**src/common/cal_defines.svh**
```systemverilog
// Offsets, field codes, reset values and counts for calibration register access
`ifndef CAL_DEFINES_SVH
`define CAL_DEFINES_SVH
`define CAL_NUM        10
`define CAL_IDX_W      4
`define CAL_DATA_W     14
`define CAL_WORD_W     16
`define CAL_IDX_GAIN   4'h0
`define CAL_IDX_OFFSET 4'h1
`define CAL_IDX_DAC0   4'h2
`define CAL_IDX_LAST   4'h9
`define CAL_LEN_ALL    4'ha
`define CAL_LEN_GO     4'h2
`define CAL_LEN_ONE    4'h1
`define CAL_OFFSET_RST 14'h2000
`define CAL_GAIN_RST   14'h2000
`define CAL_DAC_RST    14'h0000
`define RDSEL_CAL      2'h2
`define RDSEL_DEFAULT  2'h0
`endif

```
**src/common/cal_pkg.sv**
```systemverilog
// Types shared by both ends of the calibration register link
`include "cal_defines.svh"
package cal_pkg;
  typedef enum logic [1:0] {
    SEL_ALL         = 2'h0,
    SEL_GAIN_OFFSET = 2'h1,
    SEL_OFFSET      = 2'h2,
    SEL_GAIN        = 2'h3
  } cal_sel_t;

  typedef enum logic [1:0] {
    OP_START_WR = 2'h0,
    OP_START_RD = 2'h1,
    OP_WORD_WR  = 2'h2,
    OP_WORD_RD  = 2'h3
  } host_op_t;

  typedef enum logic [1:0] {
    DIR_NONE = 2'h0,
    DIR_WR   = 2'h1,
    DIR_RD   = 2'h3
  } seq_dir_t;

  typedef enum logic {
    H_IDLE = 1'b0,
    H_WAIT = 1'b1
  } host_state_t;

  function automatic logic [3:0] seq_len(input cal_sel_t sel);
    unique case (sel)
      SEL_ALL:         seq_len = `CAL_LEN_ALL;
      SEL_GAIN_OFFSET: seq_len = `CAL_LEN_GO;
      SEL_OFFSET:      seq_len = `CAL_LEN_ONE;
      SEL_GAIN:        seq_len = `CAL_LEN_ONE;
    endcase
  endfunction
endpackage

```
**src/common/cal_if.sv**
```systemverilog
// Word-level link between host controller and calibration register bank
`timescale 1ns/1ps
`default_nettype none
interface cal_if;
  logic        ctrl_wr;
  logic [1:0]  ctrl_sel;
  logic [1:0]  ctrl_rdsel;
  logic        ctrl_mode1;
  logic        cal_wr;
  logic [15:0] cal_wdata;
  logic        cal_rd;
  logic        rd_valid;
  logic [15:0] rd_data;

  modport dev (
    input  ctrl_wr, ctrl_sel, ctrl_rdsel, ctrl_mode1, cal_wr, cal_wdata, cal_rd,
    output rd_valid, rd_data
  );
  modport host (
    output ctrl_wr, ctrl_sel, ctrl_rdsel, ctrl_mode1, cal_wr, cal_wdata, cal_rd,
    input  rd_valid, rd_data
  );
endinterface
`default_nettype wire

```
**src/hw/cal_regs_dev.sv**
```systemverilog
// Calibration register bank with auto-incrementing access pointer
`timescale 1ns/1ps
`default_nettype none
`include "cal_defines.svh"
module cal_regs_dev
  import cal_pkg::*;
#(
  parameter logic [`CAL_DATA_W-1:0] OFFSET_RST = `CAL_OFFSET_RST,
  parameter logic [`CAL_DATA_W-1:0] GAIN_RST   = `CAL_GAIN_RST,
  parameter logic [`CAL_DATA_W-1:0] DAC_RST    = `CAL_DAC_RST
)(
  input  wire logic                            clk_sys,
  input  wire logic                            rst,
  cal_if.dev                                   link,
  input  wire logic                            cal_upd_valid,
  input  wire logic [`CAL_IDX_W-1:0]           cal_upd_idx,
  input  wire logic [`CAL_DATA_W-1:0]          cal_upd_data,
  output logic      [`CAL_DATA_W-1:0]          gain_trim,
  output logic      [`CAL_DATA_W-1:0]          offset_trim,
  output logic      [8*`CAL_DATA_W-1:0]        dac_trim,
  output logic      [1:0]                      cal_select,
  output logic      [1:0]                      read_select,
  output logic                                 mode1,
  output logic      [`CAL_IDX_W-1:0]           cal_ptr
);

  logic [`CAL_DATA_W-1:0] trim_q [`CAL_NUM];
  logic [`CAL_IDX_W-1:0]  ptr_q;
  logic [`CAL_IDX_W-1:0]  ptr_d;
  cal_sel_t               sel_q;
  logic [1:0]             rdsel_q;
  logic                   mode1_q;
  logic                   rd_valid_q;
  logic [`CAL_WORD_W-1:0] rd_data_q;

  // Decode of the current access
  wire cal_sel_t              new_sel   = cal_sel_t'(link.ctrl_sel);
  wire logic                  rd_en     = (rdsel_q == `RDSEL_CAL);
  wire logic                  rd_hit    = link.cal_rd && rd_en;
  wire logic                  wr_hit    = link.cal_wr;
  wire logic                  access    = rd_hit || wr_hit;
  wire logic [`CAL_IDX_W-1:0] start_new = (new_sel == SEL_OFFSET) ? `CAL_IDX_OFFSET
                                                                   : `CAL_IDX_GAIN;
  wire logic [`CAL_IDX_W-1:0] start_cur = (sel_q == SEL_OFFSET) ? `CAL_IDX_OFFSET
                                                                 : `CAL_IDX_GAIN;
  // Last index of the active set; gain is index 0, so start plus length less one
  wire logic [`CAL_IDX_W-1:0] last_idx  = (sel_q == SEL_OFFSET) ? `CAL_IDX_OFFSET
                                        : (seq_len(sel_q) - 4'h1);
  wire logic                  at_last   = (ptr_q == last_idx);

  // Pointer steering
  always_comb
  begin
    ptr_d = ptr_q;
    if (link.ctrl_wr)
      ptr_d = start_new;
    else if (access && at_last)
      ptr_d = start_cur;
    else if (access)
      ptr_d = ptr_q + 4'h1;
  end

  always_ff @(posedge clk_sys or posedge rst)
  begin
    if (rst)
      ptr_q <= `CAL_IDX_GAIN;
    else
      ptr_q <= ptr_d;
  end

  // Control fields captured on each control write
  always_ff @(posedge clk_sys or posedge rst)
  begin
    if (rst)
    begin
      sel_q   <= SEL_ALL;
      rdsel_q <= `RDSEL_DEFAULT;
    end
    else if (link.ctrl_wr)
    begin
      sel_q   <= new_sel;
      rdsel_q <= link.ctrl_rdsel;
    end
  end

  // Mode bit; a control write in the same cycle as a read keeps the new value
  always_ff @(posedge clk_sys or posedge rst)
  begin
    if (rst)
      mode1_q <= 1'b0;
    else if (link.ctrl_wr)
      mode1_q <= link.ctrl_mode1;
    else if (link.cal_rd)
      mode1_q <= 1'b0;
  end

  // Register array: calibration engine update has priority over a host write,
  // since the engine runs while the host should stay off the bank.
  always_ff @(posedge clk_sys or posedge rst)
  begin
    if (rst)
    begin
      for (int i = 0; i < `CAL_NUM; i++)
        trim_q[i] <= DAC_RST;
      trim_q[`CAL_IDX_GAIN]   <= GAIN_RST;
      trim_q[`CAL_IDX_OFFSET] <= OFFSET_RST;
    end
    else if (cal_upd_valid && (cal_upd_idx <= `CAL_IDX_LAST))
      trim_q[cal_upd_idx] <= cal_upd_data;
    else if (wr_hit)
      trim_q[ptr_q] <= link.cal_wdata[`CAL_DATA_W-1:0];
  end

  // Read answer one cycle after the strobe
  always_ff @(posedge clk_sys or posedge rst)
  begin
    if (rst)
    begin
      rd_valid_q <= 1'b0;
      rd_data_q  <= '0;
    end
    else
    begin
      rd_valid_q <= link.cal_rd;
      if (link.cal_rd)
        rd_data_q <= rd_en ? {2'b00, trim_q[ptr_q]} : '0;
    end
  end

  assign link.rd_valid = rd_valid_q;
  assign link.rd_data  = rd_data_q;

  // Trims go to the converter core: larger offset code adds positive
  // correction, larger gain code stretches a short span.
  assign gain_trim   = trim_q[`CAL_IDX_GAIN];
  assign offset_trim = trim_q[`CAL_IDX_OFFSET];
  for (genvar g = 0; g < 8; g++)
  begin : g_dac
    assign dac_trim[g*`CAL_DATA_W +: `CAL_DATA_W] = trim_q[g + 2];
  end
  assign cal_select  = sel_q;
  assign read_select = rdsel_q;
  assign mode1       = mode1_q;
  assign cal_ptr     = ptr_q;

endmodule
`default_nettype wire

```
**src/flat_wrapper.sv**
```systemverilog
// flat-port wrapper written by rule: the top's interface ports become plain ports
module cal_regs_dev_flat import cal_pkg::*;
#(
  parameter logic [`CAL_DATA_W-1:0] OFFSET_RST = `CAL_OFFSET_RST,
  parameter logic [`CAL_DATA_W-1:0] GAIN_RST   = `CAL_GAIN_RST,
  parameter logic [`CAL_DATA_W-1:0] DAC_RST    = `CAL_DAC_RST
)
  (clk_sys, rst, cal_upd_valid, cal_upd_idx, cal_upd_data, gain_trim, offset_trim, dac_trim, cal_select, read_select, mode1, cal_ptr, link_ctrl_wr, link_ctrl_sel, link_ctrl_rdsel, link_ctrl_mode1, link_cal_wr, link_cal_wdata, link_cal_rd, link_rd_valid, link_rd_data);
  cal_if link_i ();
  input  wire logic clk_sys;
  input  wire logic rst;
  input  wire logic cal_upd_valid;
  input  wire logic [`CAL_IDX_W-1:0] cal_upd_idx;
  input  wire logic [`CAL_DATA_W-1:0] cal_upd_data;
  output logic      [`CAL_DATA_W-1:0] gain_trim;
  output logic      [`CAL_DATA_W-1:0] offset_trim;
  output logic      [8*`CAL_DATA_W-1:0] dac_trim;
  output logic      [1:0] cal_select;
  output logic      [1:0] read_select;
  output logic mode1;
  output logic      [`CAL_IDX_W-1:0] cal_ptr;
  input wire logic [$bits(link_i.ctrl_wr)-1:0] link_ctrl_wr;
  input wire logic [$bits(link_i.ctrl_sel)-1:0] link_ctrl_sel;
  input wire logic [$bits(link_i.ctrl_rdsel)-1:0] link_ctrl_rdsel;
  input wire logic [$bits(link_i.ctrl_mode1)-1:0] link_ctrl_mode1;
  input wire logic [$bits(link_i.cal_wr)-1:0] link_cal_wr;
  input wire logic [$bits(link_i.cal_wdata)-1:0] link_cal_wdata;
  input wire logic [$bits(link_i.cal_rd)-1:0] link_cal_rd;
  output wire logic [$bits(link_i.rd_valid)-1:0] link_rd_valid;
  output wire logic [$bits(link_i.rd_data)-1:0] link_rd_data;
  assign link_i.ctrl_wr = link_ctrl_wr;
  assign link_i.ctrl_sel = link_ctrl_sel;
  assign link_i.ctrl_rdsel = link_ctrl_rdsel;
  assign link_i.ctrl_mode1 = link_ctrl_mode1;
  assign link_i.cal_wr = link_cal_wr;
  assign link_i.cal_wdata = link_cal_wdata;
  assign link_i.cal_rd = link_cal_rd;
  assign link_rd_valid = link_i.rd_valid;
  assign link_rd_data = link_i.rd_data;
  cal_regs_dev #(.OFFSET_RST(OFFSET_RST), .GAIN_RST(GAIN_RST), .DAC_RST(DAC_RST)) u_core (.clk_sys(clk_sys), .rst(rst), .link(link_i), .cal_upd_valid(cal_upd_valid), .cal_upd_idx(cal_upd_idx), .cal_upd_data(cal_upd_data), .gain_trim(gain_trim), .offset_trim(offset_trim), .dac_trim(dac_trim), .cal_select(cal_select), .read_select(read_select), .mode1(mode1), .cal_ptr(cal_ptr));
endmodule
```
**config.mk**
```make
export PLATFORM = sky130hd
export DESIGN_NAME = cal_regs_dev_flat
export DESIGN_NICKNAME = d
export VERILOG_FILES = /design/src/common/cal_pkg.sv /design/src/common/cal_if.sv /design/src/hw/cal_regs_dev.sv /design/src/flat_wrapper.sv
export VERILOG_INCLUDE_DIRS = /design/src /design/src/common
export SDC_FILE = /design/constraint.sdc
export NUM_CORES = 1
export LEC_CHECK = 0
export ABC_AREA = 1
export BUFFER_PORTS_ARGS = -buffer_cell sky130_fd_sc_hd__clkbuf_2
export CORE_MARGIN = 2
export CORE_UTILIZATION = 45
export DETAILED_ROUTE_END_ITERATION = 7
export GPL_TIMING_DRIVEN = 0
export HOLD_SLACK_MARGIN = 0.06
export PLACE_DENSITY = 0.71
export SETUP_SLACK_MARGIN = 0.02
export SYNTH_ARGS = -nofsm -noshare
export SYNTH_HDL_FRONTEND = slang
export SYNTH_SLANG_ARGS = --single-unit
```
**constraint.sdc**
```tcl
create_clock -name clk_sys -period 5.05 [get_ports clk_sys]
set_clock_uncertainty 0.05 [all_clocks]
set_input_delay 0.2525 -clock clk_sys [delete_from_list [all_inputs] [get_ports clk_sys]]
set_output_delay 0.2525 -clock clk_sys [all_outputs]
set_load 0.005 [all_outputs]
```
==> results_dict.tcl <==
set metrics [dict create \
    place_inst 1702 \
    clk_pin_slew_ns 0.07 \
    status "finished with violations" \
    grt_pass1_vias 9481 \
    cts_setup_buffers 0 \
    hpwlAfterDp_microns 27500 \
    critPathBufInv 5 \
    yosysUniqueCellTypes 35 \
    nets 1511 \
    crit_cells 10 \
    fin_area_sq_um 11200 \
    peakVddDrop_v 0.000262 \
    synth_mux_area_frac 0 \
    antenna_cells 0 \
    end_kind "flop" \
    crit_fanout 11 \
    die_y_microns 147 \
    post-route-util 0.558 \
    synth_ff_type "dfrtp_1" \
    synth_compound_area_frac 0.243 \
    clkLatencyLatePin_ns 0.44 \
    clockRootBuffer "clkbuf_16" \
    period_needed_ns 3.19 \
    seq_area_frac_synth 0.448 \
    r2r-end "u_core.dac_trim[84]" \
    crit_end "u_core.dac_trim[84]" \
    instances_no_fill 1744 \
    hold_class "input port to flop" \
    violations "design-rule violations" \
    fin_crit_sh 0.632 \
    design.die.area_sq_um 21500 \
    syn_to_final_growth_pct 22.5 \
    port_buffers 205 \
    power_leakage_nw 5.60 \
    crit_slowest_cell "clkbuf_1" \
    start_kind "flop" \
    synth_edf_count 0 \
    die_x_microns 147 \
    power_density_nw_per_um2 395 \
    synth_xor_area_frac 0.00191 \
    cts_made_buffers 17 \
    critical_path.startpoint "u_core.cal_ptr[0]" \
    syn_area_per_cell_sq_um 7.48 \
    cts_sinks 164 \
    io_pins 211 \
    start_util 0.456 \
    drt-initial-drc-count 1430 \
    post-route-drc-count 1 \
    ys_warn_count 0 \
    finalHoldViolations 0 \
    grt_usage 0.348 \
    clock_path_buffers 2 \
    ff2ff_path_depth 10 \
    setup_viol_count_final 0 \
    grt_pass1_wl_microns 55600 \
    synth_fa_ha_area_frac 0.00683 \
    h-tree-depth 4 \
    via_per_inst 5.91 \
    maxCapViolations 0 \
    critical_path.max_stage_delay_ns 0.54 \
    drive_gt1_frac 0.212 \
    gp_congestion 0.974 \
    worst_pin_slew_ns 0.788 \
    vias 10313 \
    synthCells 1225 \
    r2r_slack_ns 1.86 \
    antenna_found_initial 1 \
    drtAntennaViolNets 0 \
    use_met2 0.514 \
    synthSimpleGateAreaFrac 0.210 \
    ys_seq_elements 164 \
    fp-row-count 52 \
    async_flop_share 1.00 \
    max_slew_margin 0.470 \
    drt_wl_total_microns 37800 \
    wl_per_cell_microns 21.7 \
    rsz0062_at_grt "false" \
    top_usage_layer "met2" \
    dpl_cell_area_sq_um 10600 \
    grt_use_met1 0.452 \
    maxSlewViolCount 0 \
    dr.pass1.iters 8 \
    final_cell_mix "nand2_1, clkbuf_2, dfrtp_1, o21ai_0, o22ai_1" \
    cts_tree "built" \
    cp.arrival_ns 3.45 \
    max_freq_mhz 313 \
    criticalPathCategory "flop to flop" \
    required_ns 5.31 \
    timing.rr.start "u_core.cal_ptr[0]" \
    globalRouteMet3Util 0.0975 \
    layout_commonest_cell "nand2_1" \
    synth_top_family_by_area "compound AO/OA/AOI/OAI gates" \
    core_area_sq_um 20100 \
    overflow 0 \
    syn-cell-area_sq_um 9160 \
    fillCellCount 1957 \
    crit_chain "inv_1 -> buf_2 -> clkbuf_1 -> ha_1 -> nand3_1 -> o21ai_0 -> nand2_1 -> inv_2 -> clkbuf_1 -> o21ai_0" \
    crit_family "buffers and inverters" \
    grt_start_max_net_pins 111 \
]
[tightest hold or removal path: cells and delay by family]
| kind | cells | cell delay, ns |
|---|---|---|
| AOI/OAI and AO/OA | 1 | 0.08 |
| buffers and inverters | 1 | 0.09 |
| and+or+nand+nor | 1 | 0.08 |
[metal layers]
metal,up-vias,share of wire
met5,-,0.00026
met4,2,0.071
met3,169,0.12
met2,811,0.43
met1,4730,0.38
li1,4601,-
[cell usage after synthesis, types with 8 or more instances]
master,number,area [sq um]
nor2_1,41,154
nand2_2,8,50.1
dfrtp_1,162,4050
nand2_1,381,1430
a21oi_1,60,300
o21ai_1,12,60.1
inv_1,109,409
buf_2,24,120
clkbuf_1,38,143
o21a_1,8,60.1
nand4_1,9,56.3
o21ai_0,150,751
nand3_1,34,170
inv_2,8,30.0
o22ai_1,129,807
[per-stage QoR]
| stage | TNS (ns) | hold WS [ns] | setup WS, ns | total power, W |
|---|---|---|---|---|
| final | 0 | 0.0624 | 1.86 | 0.00443 |
| after global placement | -243.85 | 0.344 | -1.52 | 0.00309 |
| after detailed placement | 0 | 0.243 | 1.97 | 0.00311 |
| after global routing | 0 | 0.0735 | 1.70 | 0.00460 |
| after CTS | 0 | 0.0630 | 1.95 | 0.00438 |
| after floorplan | 0 | 0.234 | 0.317 | 0.00243 |
[flip-flops by register name, summed over array words and instances, names as in the netlist]
signal and flops:
u_core.gain_trim 14, u_core.cal_select 2, u_core.link.rd_valid 1, u_core.mode1 1
u_core.read_select 2, u_core.cal_ptr 4, u_core.dac_trim 112, u_core.link.rd_data 14
u_core.offset_trim 14
[timing repair]
action | 4_1_cts | 5_1_grt
resized for setup | 0 | 0
hold endpoints to repair | 62 | 0
hold buffers | 10 | 0
[where the power goes]
part	switching [W]	leakage, nW	internal, W
registers	0.000209	2.16	0.00156
logic	0.000909	3.16	0.000468
clock network	0.000596	0.273	0.000685
total	0.00171	5.60	0.00271
[cells by family (layout without fill, tap and decap cells)]
group,Yosys count,in the layout
AOI/OAI and AO/OA,381,381
xor gates and xnor gates,2,2
adders and majority gates,5,5
buffers and inverters,193,441
DFF,164,164
other,1,2
and+or+nand+nor,479,479
[final cells by class]
class / instances / area, sq um / share of cell area
tap: 270 / 338 / 0.0301
sequential: 164 / 4110 / 0.366
buffer: 73 / 364 / 0.0325
timing repair buffer: 216 / 1150 / 0.103
inverter: 120 / 463 / 0.0413
multi-input combinational: 869 / 4240 / 0.378
clock buffer: 18 / 429 / 0.0383
clock inverter: 14 / 129 / 0.0115
[how the worst min path moves through the flow]
stage / startpoint / to / slack, ns / cells after the start
5_1_grt: cal_upd_data[0] / u_core.offset_trim[0] / 0.07 / 3
4_1_cts: cal_upd_data[4] / u_core.offset_trim[4] / 0.06 / 3
3_3_place_gp: link_cal_rd / u_core.link.rd_valid / 0.34 / 1
6_report: cal_upd_data[4] / u_core.offset_trim[4] / 0.06 / 3
3_5_place_dp: rst / u_core.dac_trim[32] / 0.24 / 2
2_1_floorplan: link_cal_rd / u_core.link.rd_valid / 0.23 / 0
No activity file was read; power rests on OpenSTA's default activity.
